File: src/logic/pbsr_pkg.sv
// Purpose: Constants for the PHY basic status register block
// Assumes: 5-bit management register addresses, 16-bit register data
// Notes: Field positions follow the basic status register layout
package pbsr_pkg;
	// ************************************************************
	// Register map
	// ************************************************************
	localparam int ADDR_W = 5;
	localparam int DATA_W = 16;
	localparam logic [4:0] BASIC_STATUS_ADDR = 5'h01;
	localparam logic [4:0] EXT_STATUS_ADDR = 5'h0f;
	localparam logic [15:0] BASIC_STATUS_RESET = 16'h7949;

	// ************************************************************
	// Field positions
	// ************************************************************
	localparam int T4_ABLE_BIT = 15;
	localparam int FD100X_ABLE_BIT = 14;
	localparam int HD100X_ABLE_BIT = 13;
	localparam int FD10_ABLE_BIT = 12;
	localparam int HD10_ABLE_BIT = 11;
	localparam int FD_T2_ABLE_BIT = 10;
	localparam int HD_T2_ABLE_BIT = 9;
	localparam int EXT_STATUS_BIT = 8;
	localparam int RESERVED_BIT = 7;
	localparam int PREAMBLE_SUPP_BIT = 6;
	localparam int AN_DONE_BIT = 5;
	localparam int REMOTE_FAULT_BIT = 4;
	localparam int AN_ABLE_BIT = 3;
	localparam int LINK_BIT = 2;
	localparam int JABBER_BIT = 1;
	localparam int EXT_CAP_BIT = 0;

	// ************************************************************
	// Preamble tracking
	// ************************************************************
	localparam int PREAMBLE_BITS = 32;
	localparam int PRE_CNT_W = 6;
	localparam int SYNC_STAGES = 2;
endpackage : pbsr_pkg

File: src/logic/pbsr_sync.sv
// Purpose: Two-flop synchroniser for asynchronous status levels
// Assumes: Inputs are slow levels, not pulses
// Notes: Stage one feeds stage two only
module pbsr_sync #(
	parameter int WIDTH = 5
) (
	input wire logic core_clk_in,
	input wire logic reset_in,
	input wire logic [WIDTH-1:0] async_in,
	output logic [WIDTH-1:0] sync_out
);
	logic [WIDTH-1:0] meta_ff;
	logic [WIDTH-1:0] sync_ff;

	initial
	begin
		if (WIDTH < 1)
			$error("pbsr_sync: WIDTH must be at least 1");
	end

	// ************************************************************
	// Capture chain
	// ************************************************************
	// First stage is read by the second stage alone
	always_ff @(posedge core_clk_in)
	begin
		if (reset_in)
		begin
			meta_ff <= '0;
			sync_ff <= '0;
		end
		else
		begin
			meta_ff <= async_in;
			sync_ff <= meta_ff;
		end
	end

	assign sync_out = sync_ff;
endmodule : pbsr_sync

File: src/logic/pbsr_status.sv
// Purpose: Basic status register of a tri-speed PHY management set
// Assumes: Frame engine on core_clk_in gives decoded read/write strobes
// Notes: Line-side status levels are asynchronous and synchronised here
module pbsr_status #(
	parameter bit FD100X_ABLE = 1'b1
) (
	input wire logic core_clk_in,
	input wire logic reset_in,
	input wire logic [pbsr_pkg::ADDR_W-1:0] mgmt_addr_in,
	input wire logic mgmt_rd_in,
	input wire logic mgmt_wr_in,
	input wire logic [pbsr_pkg::DATA_W-1:0] mgmt_wdata_in,
	input wire logic mgmt_one_bit_in,
	input wire logic mgmt_zero_bit_in,
	input wire logic mgmt_bad_opcode_in,
	input wire logic mgmt_bad_turn_in,
	input wire logic link_good_in,
	input wire logic far_end_fault_in,
	input wire logic partner_fault_in,
	input wire logic jabber_in,
	input wire logic an_complete_in,
	output logic [pbsr_pkg::DATA_W-1:0] mgmt_rdata_out,
	output logic mgmt_rvalid_out,
	output logic preamble_ok_out
);
	// ************************************************************
	// Declarations
	// ************************************************************
	logic [4:0] line_sync;
	logic link_s;
	logic far_fault_s;
	logic partner_fault_s;
	logic jabber_s;
	logic an_done_s;
	logic rd_hit;
	logic fault_event;
	logic remote_fault_ff;
	logic jabber_ff;
	logic link_ff;
	logic [pbsr_pkg::DATA_W-1:0] rdata_ff;
	logic rvalid_ff;
	logic preamble_ok_ff;
	logic [pbsr_pkg::PRE_CNT_W-1:0] pre_cnt_ff;
	logic [pbsr_pkg::PRE_CNT_W-1:0] nxt_pre_cnt;
	logic [pbsr_pkg::DATA_W-1:0] status_word;
	logic unused_wr;

	initial
	begin
		if (pbsr_pkg::PREAMBLE_BITS >= (1 << pbsr_pkg::PRE_CNT_W))
			$error("pbsr_status: preamble counter too narrow");
	end

	// Register is read-only in every bit, so writes have no effect
	assign unused_wr = mgmt_wr_in ^ (^mgmt_wdata_in);

	// ************************************************************
	// Line-side synchronisation
	// ************************************************************
	pbsr_sync #(
		.WIDTH(5)
	) u_line_sync (
		.core_clk_in(core_clk_in),
		.reset_in(reset_in),
		.async_in({an_complete_in, jabber_in, partner_fault_in, far_end_fault_in,
			link_good_in}),
		.sync_out(line_sync)
	);

	assign link_s = line_sync[0];
	assign far_fault_s = line_sync[1];
	assign partner_fault_s = line_sync[2];
	assign jabber_s = line_sync[3];
	assign an_done_s = line_sync[4];

	// Either fault source raises the remote fault latch
	assign fault_event = far_fault_s | partner_fault_s;
	assign rd_hit = mgmt_rd_in && (mgmt_addr_in == pbsr_pkg::BASIC_STATUS_ADDR);

	// ************************************************************
	// Read word assembly
	// ************************************************************
	// Fixed abilities are constants; only bits 5, 4, 2 and 1 move
	always_comb
	begin
		status_word = '0;
		status_word[pbsr_pkg::T4_ABLE_BIT] = 1'b0;
		status_word[pbsr_pkg::FD100X_ABLE_BIT] = FD100X_ABLE;
		status_word[pbsr_pkg::HD100X_ABLE_BIT] = 1'b1;
		status_word[pbsr_pkg::FD10_ABLE_BIT] = 1'b1;
		status_word[pbsr_pkg::HD10_ABLE_BIT] = 1'b1;
		status_word[pbsr_pkg::FD_T2_ABLE_BIT] = 1'b0;
		status_word[pbsr_pkg::HD_T2_ABLE_BIT] = 1'b0;
		status_word[pbsr_pkg::EXT_STATUS_BIT] = 1'b1;
		status_word[pbsr_pkg::RESERVED_BIT] = 1'b0;
		status_word[pbsr_pkg::PREAMBLE_SUPP_BIT] = 1'b1;
		status_word[pbsr_pkg::AN_DONE_BIT] = an_done_s;
		status_word[pbsr_pkg::REMOTE_FAULT_BIT] = remote_fault_ff;
		status_word[pbsr_pkg::AN_ABLE_BIT] = 1'b1;
		status_word[pbsr_pkg::LINK_BIT] = link_ff;
		status_word[pbsr_pkg::JABBER_BIT] = jabber_ff;
		status_word[pbsr_pkg::EXT_CAP_BIT] = 1'b1;
	end

	// Read data registered; latched bits show their pre-read value
	always_ff @(posedge core_clk_in)
	begin
		if (reset_in)
		begin
			rdata_ff <= '0;
			rvalid_ff <= 1'b0;
		end
		else
		begin
			rvalid_ff <= rd_hit;
			if (rd_hit)
				rdata_ff <= status_word;
		end
	end

	// ************************************************************
	// Latched status bits
	// ************************************************************
	// Remote fault: a fault in the read cycle wins over the clear
	always_ff @(posedge core_clk_in)
	begin
		if (reset_in)
			remote_fault_ff <= 1'b0;
		else if (fault_event)
			remote_fault_ff <= 1'b1;
		else if (rd_hit)
			remote_fault_ff <= 1'b0;
	end

	// Jabber: cleared by a read only when the condition has gone
	always_ff @(posedge core_clk_in)
	begin
		if (reset_in)
			jabber_ff <= 1'b0;
		else if (jabber_s)
			jabber_ff <= 1'b1;
		else if (rd_hit)
			jabber_ff <= 1'b0;
	end

	// Link: failure wins over the read that would set it again
	always_ff @(posedge core_clk_in)
	begin
		if (reset_in)
			link_ff <= 1'b0;
		else if (!link_s)
			link_ff <= 1'b0;
		else if (rd_hit)
			link_ff <= 1'b1;
	end

	// ************************************************************
	// Preamble suppression tracking
	// ************************************************************
	// Counts consecutive one bits; a zero bit restarts the run
	always_comb
	begin
		nxt_pre_cnt = pre_cnt_ff;
		if (mgmt_zero_bit_in)
			nxt_pre_cnt = '0;
		else if (mgmt_one_bit_in && !preamble_ok_ff)
			nxt_pre_cnt = pre_cnt_ff + 1'b1;
	end

	// Bad opcode or turnaround forces a full preamble again
	always_ff @(posedge core_clk_in)
	begin
		if (reset_in)
		begin
			pre_cnt_ff <= '0;
			preamble_ok_ff <= 1'b0;
		end
		else if (mgmt_bad_opcode_in || mgmt_bad_turn_in)
		begin
			pre_cnt_ff <= '0;
			preamble_ok_ff <= 1'b0;
		end
		else
		begin
			pre_cnt_ff <= preamble_ok_ff ? '0 : nxt_pre_cnt;
			if (nxt_pre_cnt == (pbsr_pkg::PRE_CNT_W)'(pbsr_pkg::PREAMBLE_BITS))
				preamble_ok_ff <= 1'b1;
		end
	end

	assign mgmt_rdata_out = rdata_ff;
	assign mgmt_rvalid_out = rvalid_ff;
	assign preamble_ok_out = preamble_ok_ff;

	// ************************************************************
	// Assertions
	// ************************************************************
	a_t4_zero: assert property (@(posedge core_clk_in) disable iff (reset_in)
		mgmt_rvalid_out |-> !mgmt_rdata_out[15])
		else $error("100BASE-T4 ability bit read as 1");

	a_fd100x_bit: assert property (@(posedge core_clk_in) disable iff (reset_in)
		mgmt_rvalid_out |-> mgmt_rdata_out[14] == FD100X_ABLE)
		else $error("100BASE-X full duplex bit wrong");

	a_hd100x_bit: assert property (@(posedge core_clk_in) disable iff (reset_in)
		rd_hit |=> mgmt_rvalid_out && mgmt_rdata_out[13])
		else $error("100BASE-X half duplex bit not 1");

	a_ten_caps: assert property (@(posedge core_clk_in) disable iff (reset_in)
		mgmt_rvalid_out |-> mgmt_rdata_out[12:11] == 2'h3)
		else $error("10BASE-T ability bits not 1");

	a_t2_zero: assert property (@(posedge core_clk_in) disable iff (reset_in)
		mgmt_rvalid_out |-> mgmt_rdata_out[10:9] == 2'h0)
		else $error("100BASE-T2 ability bits not 0");

	a_ext_status: assert property (@(posedge core_clk_in) disable iff (reset_in)
		mgmt_rvalid_out |-> mgmt_rdata_out[8])
		else $error("Extended status bit not 1");

	a_resv_zero: assert property (@(posedge core_clk_in) disable iff (reset_in)
		mgmt_rvalid_out |-> !mgmt_rdata_out[7])
		else $error("Reserved bit read as 1");

	a_preamble_relearn: assert property (@(posedge core_clk_in) disable iff (reset_in)
		(mgmt_bad_opcode_in || mgmt_bad_turn_in) |=> !preamble_ok_out ##1 !preamble_ok_out)
		else $error("Preamble not required after bad frame");

	a_preamble_cap: assert property (@(posedge core_clk_in) disable iff (reset_in)
		mgmt_rvalid_out |-> mgmt_rdata_out[6])
		else $error("Preamble suppression bit not 1");

	a_an_live: assert property (@(posedge core_clk_in) disable iff (reset_in)
		rd_hit |=> mgmt_rdata_out[5] == $past(an_done_s))
		else $error("Auto-negotiation done bit not live");

	a_fault_hold: assert property (@(posedge core_clk_in) disable iff (reset_in)
		(remote_fault_ff && !rd_hit) |=> remote_fault_ff)
		else $error("Remote fault dropped without a read");

	a_fault_set: assert property (@(posedge core_clk_in) disable iff (reset_in)
		(far_fault_s || partner_fault_s) |=> remote_fault_ff)
		else $error("Remote fault not latched");

	// Read with no fault present must drop the latch
	a_fault_clear: assert property (@(posedge core_clk_in) disable iff (reset_in)
		(rd_hit && !fault_event) |=> !remote_fault_ff)
		else $error("Remote fault not cleared by read");

	a_an_able: assert property (@(posedge core_clk_in) disable iff (reset_in)
		mgmt_rvalid_out |-> mgmt_rdata_out[3])
		else $error("Auto-negotiation ability bit not 1");

	a_link_fail: assert property (@(posedge core_clk_in) disable iff (reset_in)
		!link_s |=> !link_ff)
		else $error("Link bit not cleared on failure");

	a_link_recover: assert property (@(posedge core_clk_in) disable iff (reset_in)
		(!link_ff && link_s && rd_hit) |=> link_ff && !mgmt_rdata_out[2])
		else $error("Link bit recovery wrong");

	// A cleared link bit never comes back without a read
	a_link_hold: assert property (@(posedge core_clk_in) disable iff (reset_in)
		(!link_ff && !rd_hit) |=> !link_ff)
		else $error("Link bit set without a read");

	a_jabber_set: assert property (@(posedge core_clk_in) disable iff (reset_in)
		jabber_s |=> jabber_ff)
		else $error("Jabber not latched");

	a_jabber_hold: assert property (@(posedge core_clk_in) disable iff (reset_in)
		(jabber_ff && !rd_hit) |=> jabber_ff)
		else $error("Jabber dropped without a read");

	// Suppression may only start on a counted one bit
	a_pre_count: assert property (@(posedge core_clk_in) disable iff (reset_in)
		(!preamble_ok_out && !mgmt_one_bit_in) |=> !preamble_ok_out)
		else $error("Preamble ok rose without a one bit");

	a_ext_cap: assert property (@(posedge core_clk_in) disable iff (reset_in)
		mgmt_rvalid_out |-> mgmt_rdata_out[0])
		else $error("Extended capability bit not 1");

	a_jabber_clear: assert property (@(posedge core_clk_in) disable iff (reset_in)
		(rd_hit && !jabber_s) |=> !jabber_ff)
		else $error("Jabber flag not cleared by read");
endmodule : pbsr_status

File: config.mk
export PLATFORM = sky130hd
export DESIGN_NAME = pbsr_status
export DESIGN_NICKNAME = d
export VERILOG_FILES = /design/src/logic/pbsr_pkg.sv /design/src/logic/pbsr_sync.sv /design/src/logic/pbsr_status.sv
export SDC_FILE = /design/constraint.sdc
export NUM_CORES = 1
export LEC_CHECK = 0
export BUFFER_PORTS_ARGS = -buffer_cell sky130_fd_sc_hd__buf_2
export CAP_MARGIN = 15
export CORE_MARGIN = 1
export CORE_UTILIZATION = 45
export CTS_CLUSTER_SIZE = 10
export DETAILED_ROUTE_END_ITERATION = 10
export PLACE_DENSITY = 0.74
export SLEW_MARGIN = 20
export SYNTH_ARGS = -nofsm -noshare
export SYNTH_HDL_FRONTEND = slang
export SYNTH_HIERARCHICAL = 1
export SYNTH_SLANG_ARGS = --single-unit
File: constraint.sdc
create_clock -name core_clk_in -period 1.6 [get_ports core_clk_in]
set_clock_uncertainty 0.15 [all_clocks]
set_input_delay 0.48 -clock core_clk_in [delete_from_list [all_inputs] [get_ports core_clk_in]]
set_output_delay 0.48 -clock core_clk_in [all_outputs]
set_load 0.02 [all_outputs]
==> results.py <==
metrics = {
    "critical_path": {
        "critPathMaxFanout": 8,
        "worstPathRequired_ps": 970,
        "crit_path_top_delay_cell": "dfxtp_2",
        "startpoint_type": "flop",
        "crit_chain": "buf_2",
        "crit_family": "flip-flops",
        "crit_buf_inv": 1,
        "critPathArrivalTime_ps": 890,
        "slowest_delay_ps": 400,
        "path_class": "reg2out",
        "cp-end-kind": "primary output",
    },
    "yosys": {
        "ys.warnings.count": 6,
        "synth-seq-cells": 26,
        "synth-edff-count": 0,
        "avgSynthCellArea_um2": 10.5,
        "yosysSeqAreaShare_pct": 47.1,
        "synth_area_um2": 1110,
        "async_flop_share_pct": 0,
        "synth_cell_type_count": 31,
        "yosys_most_used_dff": "dfxtp_1",
        "synth_cells": 105,
    },
    "timing": {
        "max_freq_ghz": 0.656,
        "setup_viol": 0,
        "finalSetupTns_ps": 0,
        "timing.final.ws_setup_ps": 76.4,
        "finalCritPeriodShare_pct": 95.2,
        "rsz0062_at_grt": "false",
        "hold_viol": 0,
        "period_minus_slack_ps": 1520,
        "holdWs_ps": 209,
        "slew_viol_final": 0,
    },
    "global_routing": {
        "antenna_found_initial": 0,
        "grt_pass1_vias": 710,
        "grt_overflow_total": 0,
        "grt_max_degree": 20,
        "grt_usage_pct": 16.0,
        "grt_pass1_wl_mm": 3.07,
    },
    "layout": {
        "drive_gt1_share_pct": 39.0,
        "n_antenna_cell": 0,
        "layout.nets": 172,
        "area.growth.synth_to_final_pct": 19.6,
        "final_util_pct": 58.7,
        "fin_area_um2": 1320,
    },
    "placement": {
        "dp_worst_setup_slack_ps": -91.4,
        "gp_congestion": 0.822,
        "port_buffers": 30,
        "placed_cell_area_um2": 1260,
        "post-dp-hpwl_mm": 1.36,
    },
    "clock_network": {
        "htreeDepth": 1,
        "clk_pin_slew_ps": 130,
        "cts_tree": "done",
        "clock-sinks": 26,
        "numCtsBuffers": 3,
        "clk_latency_ps": 320,
        "ctsHoldBuffers": 0,
        "cts_max_path_buffers": 2,
        "root_buffer": "clkbuf_4",
    },
    "drt": {
        "vias": 792,
        "drt-wirelength-per-cell_um": 10.9,
        "ant_nets": 0,
        "via_per_inst": 4.83,
        "drt_iter0_drc": 7,
        "drcViolationCount": 0,
        "first_pass_iters": 4,
        "drt_wl_total_mm": 1.80,
    },
    "die": {
        "die_h_um": 51.6,
        "io_pins": 52,
        "start_util_pct": 49.1,
        "fp.coreArea_um2": 2250,
        "core.rowCount": 17,
        "die-area_um2": 2660,
        "die_w_um": 51.6,
    },
    "pwr": {
        "power.density_nw_per_um2": 899,
        "vdd_drop_max_mv": 0.484,
        "leakage_uw": 0.000622,
    },
    "status": {
        "status": "finished clean",
    },
    "min_path": {
        "hold_path_class": "in2reg",
    },
    "flow_run": {
        "maxCapViolations": 0,
    },
}
==> what timing repair did <==
item	4_1_cts	5_1_grt
endpoints found under the setup margin	9	2
endpoints found under the hold margin	0	0
buffers inserted	0	0
gates cloned	0	0
gates resized for setup	2	4
==> sequential cells by signal, summed over array words and instances (netlist names) <==
| register | cells |
|---|---|
| pre_cnt_ff | 6 |
| jabber_ff | 1 |
| mgmt_rdata_out | 5 |
| mgmt_rvalid_out | 1 |
| preamble_ok_out | 1 |
| link_ff | 1 |
| u_line_sync/meta_ff | 5 |
| remote_fault_ff | 1 |
| u_line_sync/sync_out | 5 |
==> layout by cell type, fill, tap and decap left out, types with 3 or more instances in the layout <==
cell type and n:
clkbuf_4 3, nor2_1 13, inv_1 3, buf_4 7, dfxtp_1 22, a211oi_1 4
dfxtp_2 3, nand2_1 5, buf_2 30, nor2b_1 11, conb_1 4, mux2i_1 5
==> routing by layer <==
layer / track usage, % / wire [µm] / vias to the layer above
met5: 0 / 0 / -
met4: 9.46 / 32 / 0
met3: 4.09 / 96 / 4
met2: 27.5 / 872 / 29
met1: 17.6 / 793 / 355
li1: - / - / 404
==> power breakdown <==
group	internal (µW)	switching [µW]	total [µW]
registers	662	5.61	668
clock network	253	185	439
logic	39.3	43.7	83.0
==> cell type report <==
| cell class | instances | area [µm²] |
|---|---|---|
| Sequential cell | 26 | 528 |
| Clock inverter | 1 | 30.0 |
| Multi-Input combinational cell | 66 | 493 |
| Fill cell | 206 | 932 |
| Clock buffer | 3 | 22.5 |
| Tap cell | 28 | 35.0 |
| Timing Repair Buffer | 37 | 203 |
| Inverter | 3 | 11.3 |
==> cells by family (layout without fill, tap and decap cells) <==
group           count (synthesis)  in the layout  share of synthesized area, %
buf+inv                        16             44                          9.95
fa+ha+maj                       1              1                          1.13
xor+xnor                        4              4                          3.17
simple gates                   40             40                          24.1
other cells                     1              4                         0.339
flops                          26             26                          47.1
mux                             5              5                          4.53
compound gates                 12             12                          9.73
==> Yosys cell counts, types with 2 or more instances <==
library cell	instances	area share [%]
nand2_1	5	1.7
a21oi_1	2	0.91
buf_4	11	7.5
xnor2_1	2	1.6
mux2i_1	5	4.5
nor2b_1	11	6.2
nor2_1	13	4.4
inv_1	3	1.0
dfxtp_1	26	47
nand4b_1	2	1.6
xor2_1	2	1.6
a211oi_1	4	2.7
==> path summary, 6_finish.rpt <==
kind	startpoint	endpoint	slack, ps	cells after the start
min reg2reg	u_line_sync/sync_out[3]$_SDFF_PP0_	jabber_ff$_SDFFE_PP0P_	300	2
max	preamble_ok_out$_SDFFE_PP0N_	preamble_ok_out	80	1
max reg2reg	preamble_ok_out$_SDFFE_PP0N_	preamble_ok_out$_SDFFE_PP0N_	110	4
min	an_complete_in	u_line_sync/meta_ff[4]$_SDFF_PP0_	210	2
==> per-stage QoR <==
| step | instances | power (µW) |
|---|---|---|
| after floorplan | 108 | 741 |
| after global placement | 160 | 764 |
| after detailed placement | 160 | 767 |
| after CTS | 164 | 1210 |
| after global routing | 164 | 1240 |
| final | 164 | 1190 |
Power figures use the tool's default switching activity.
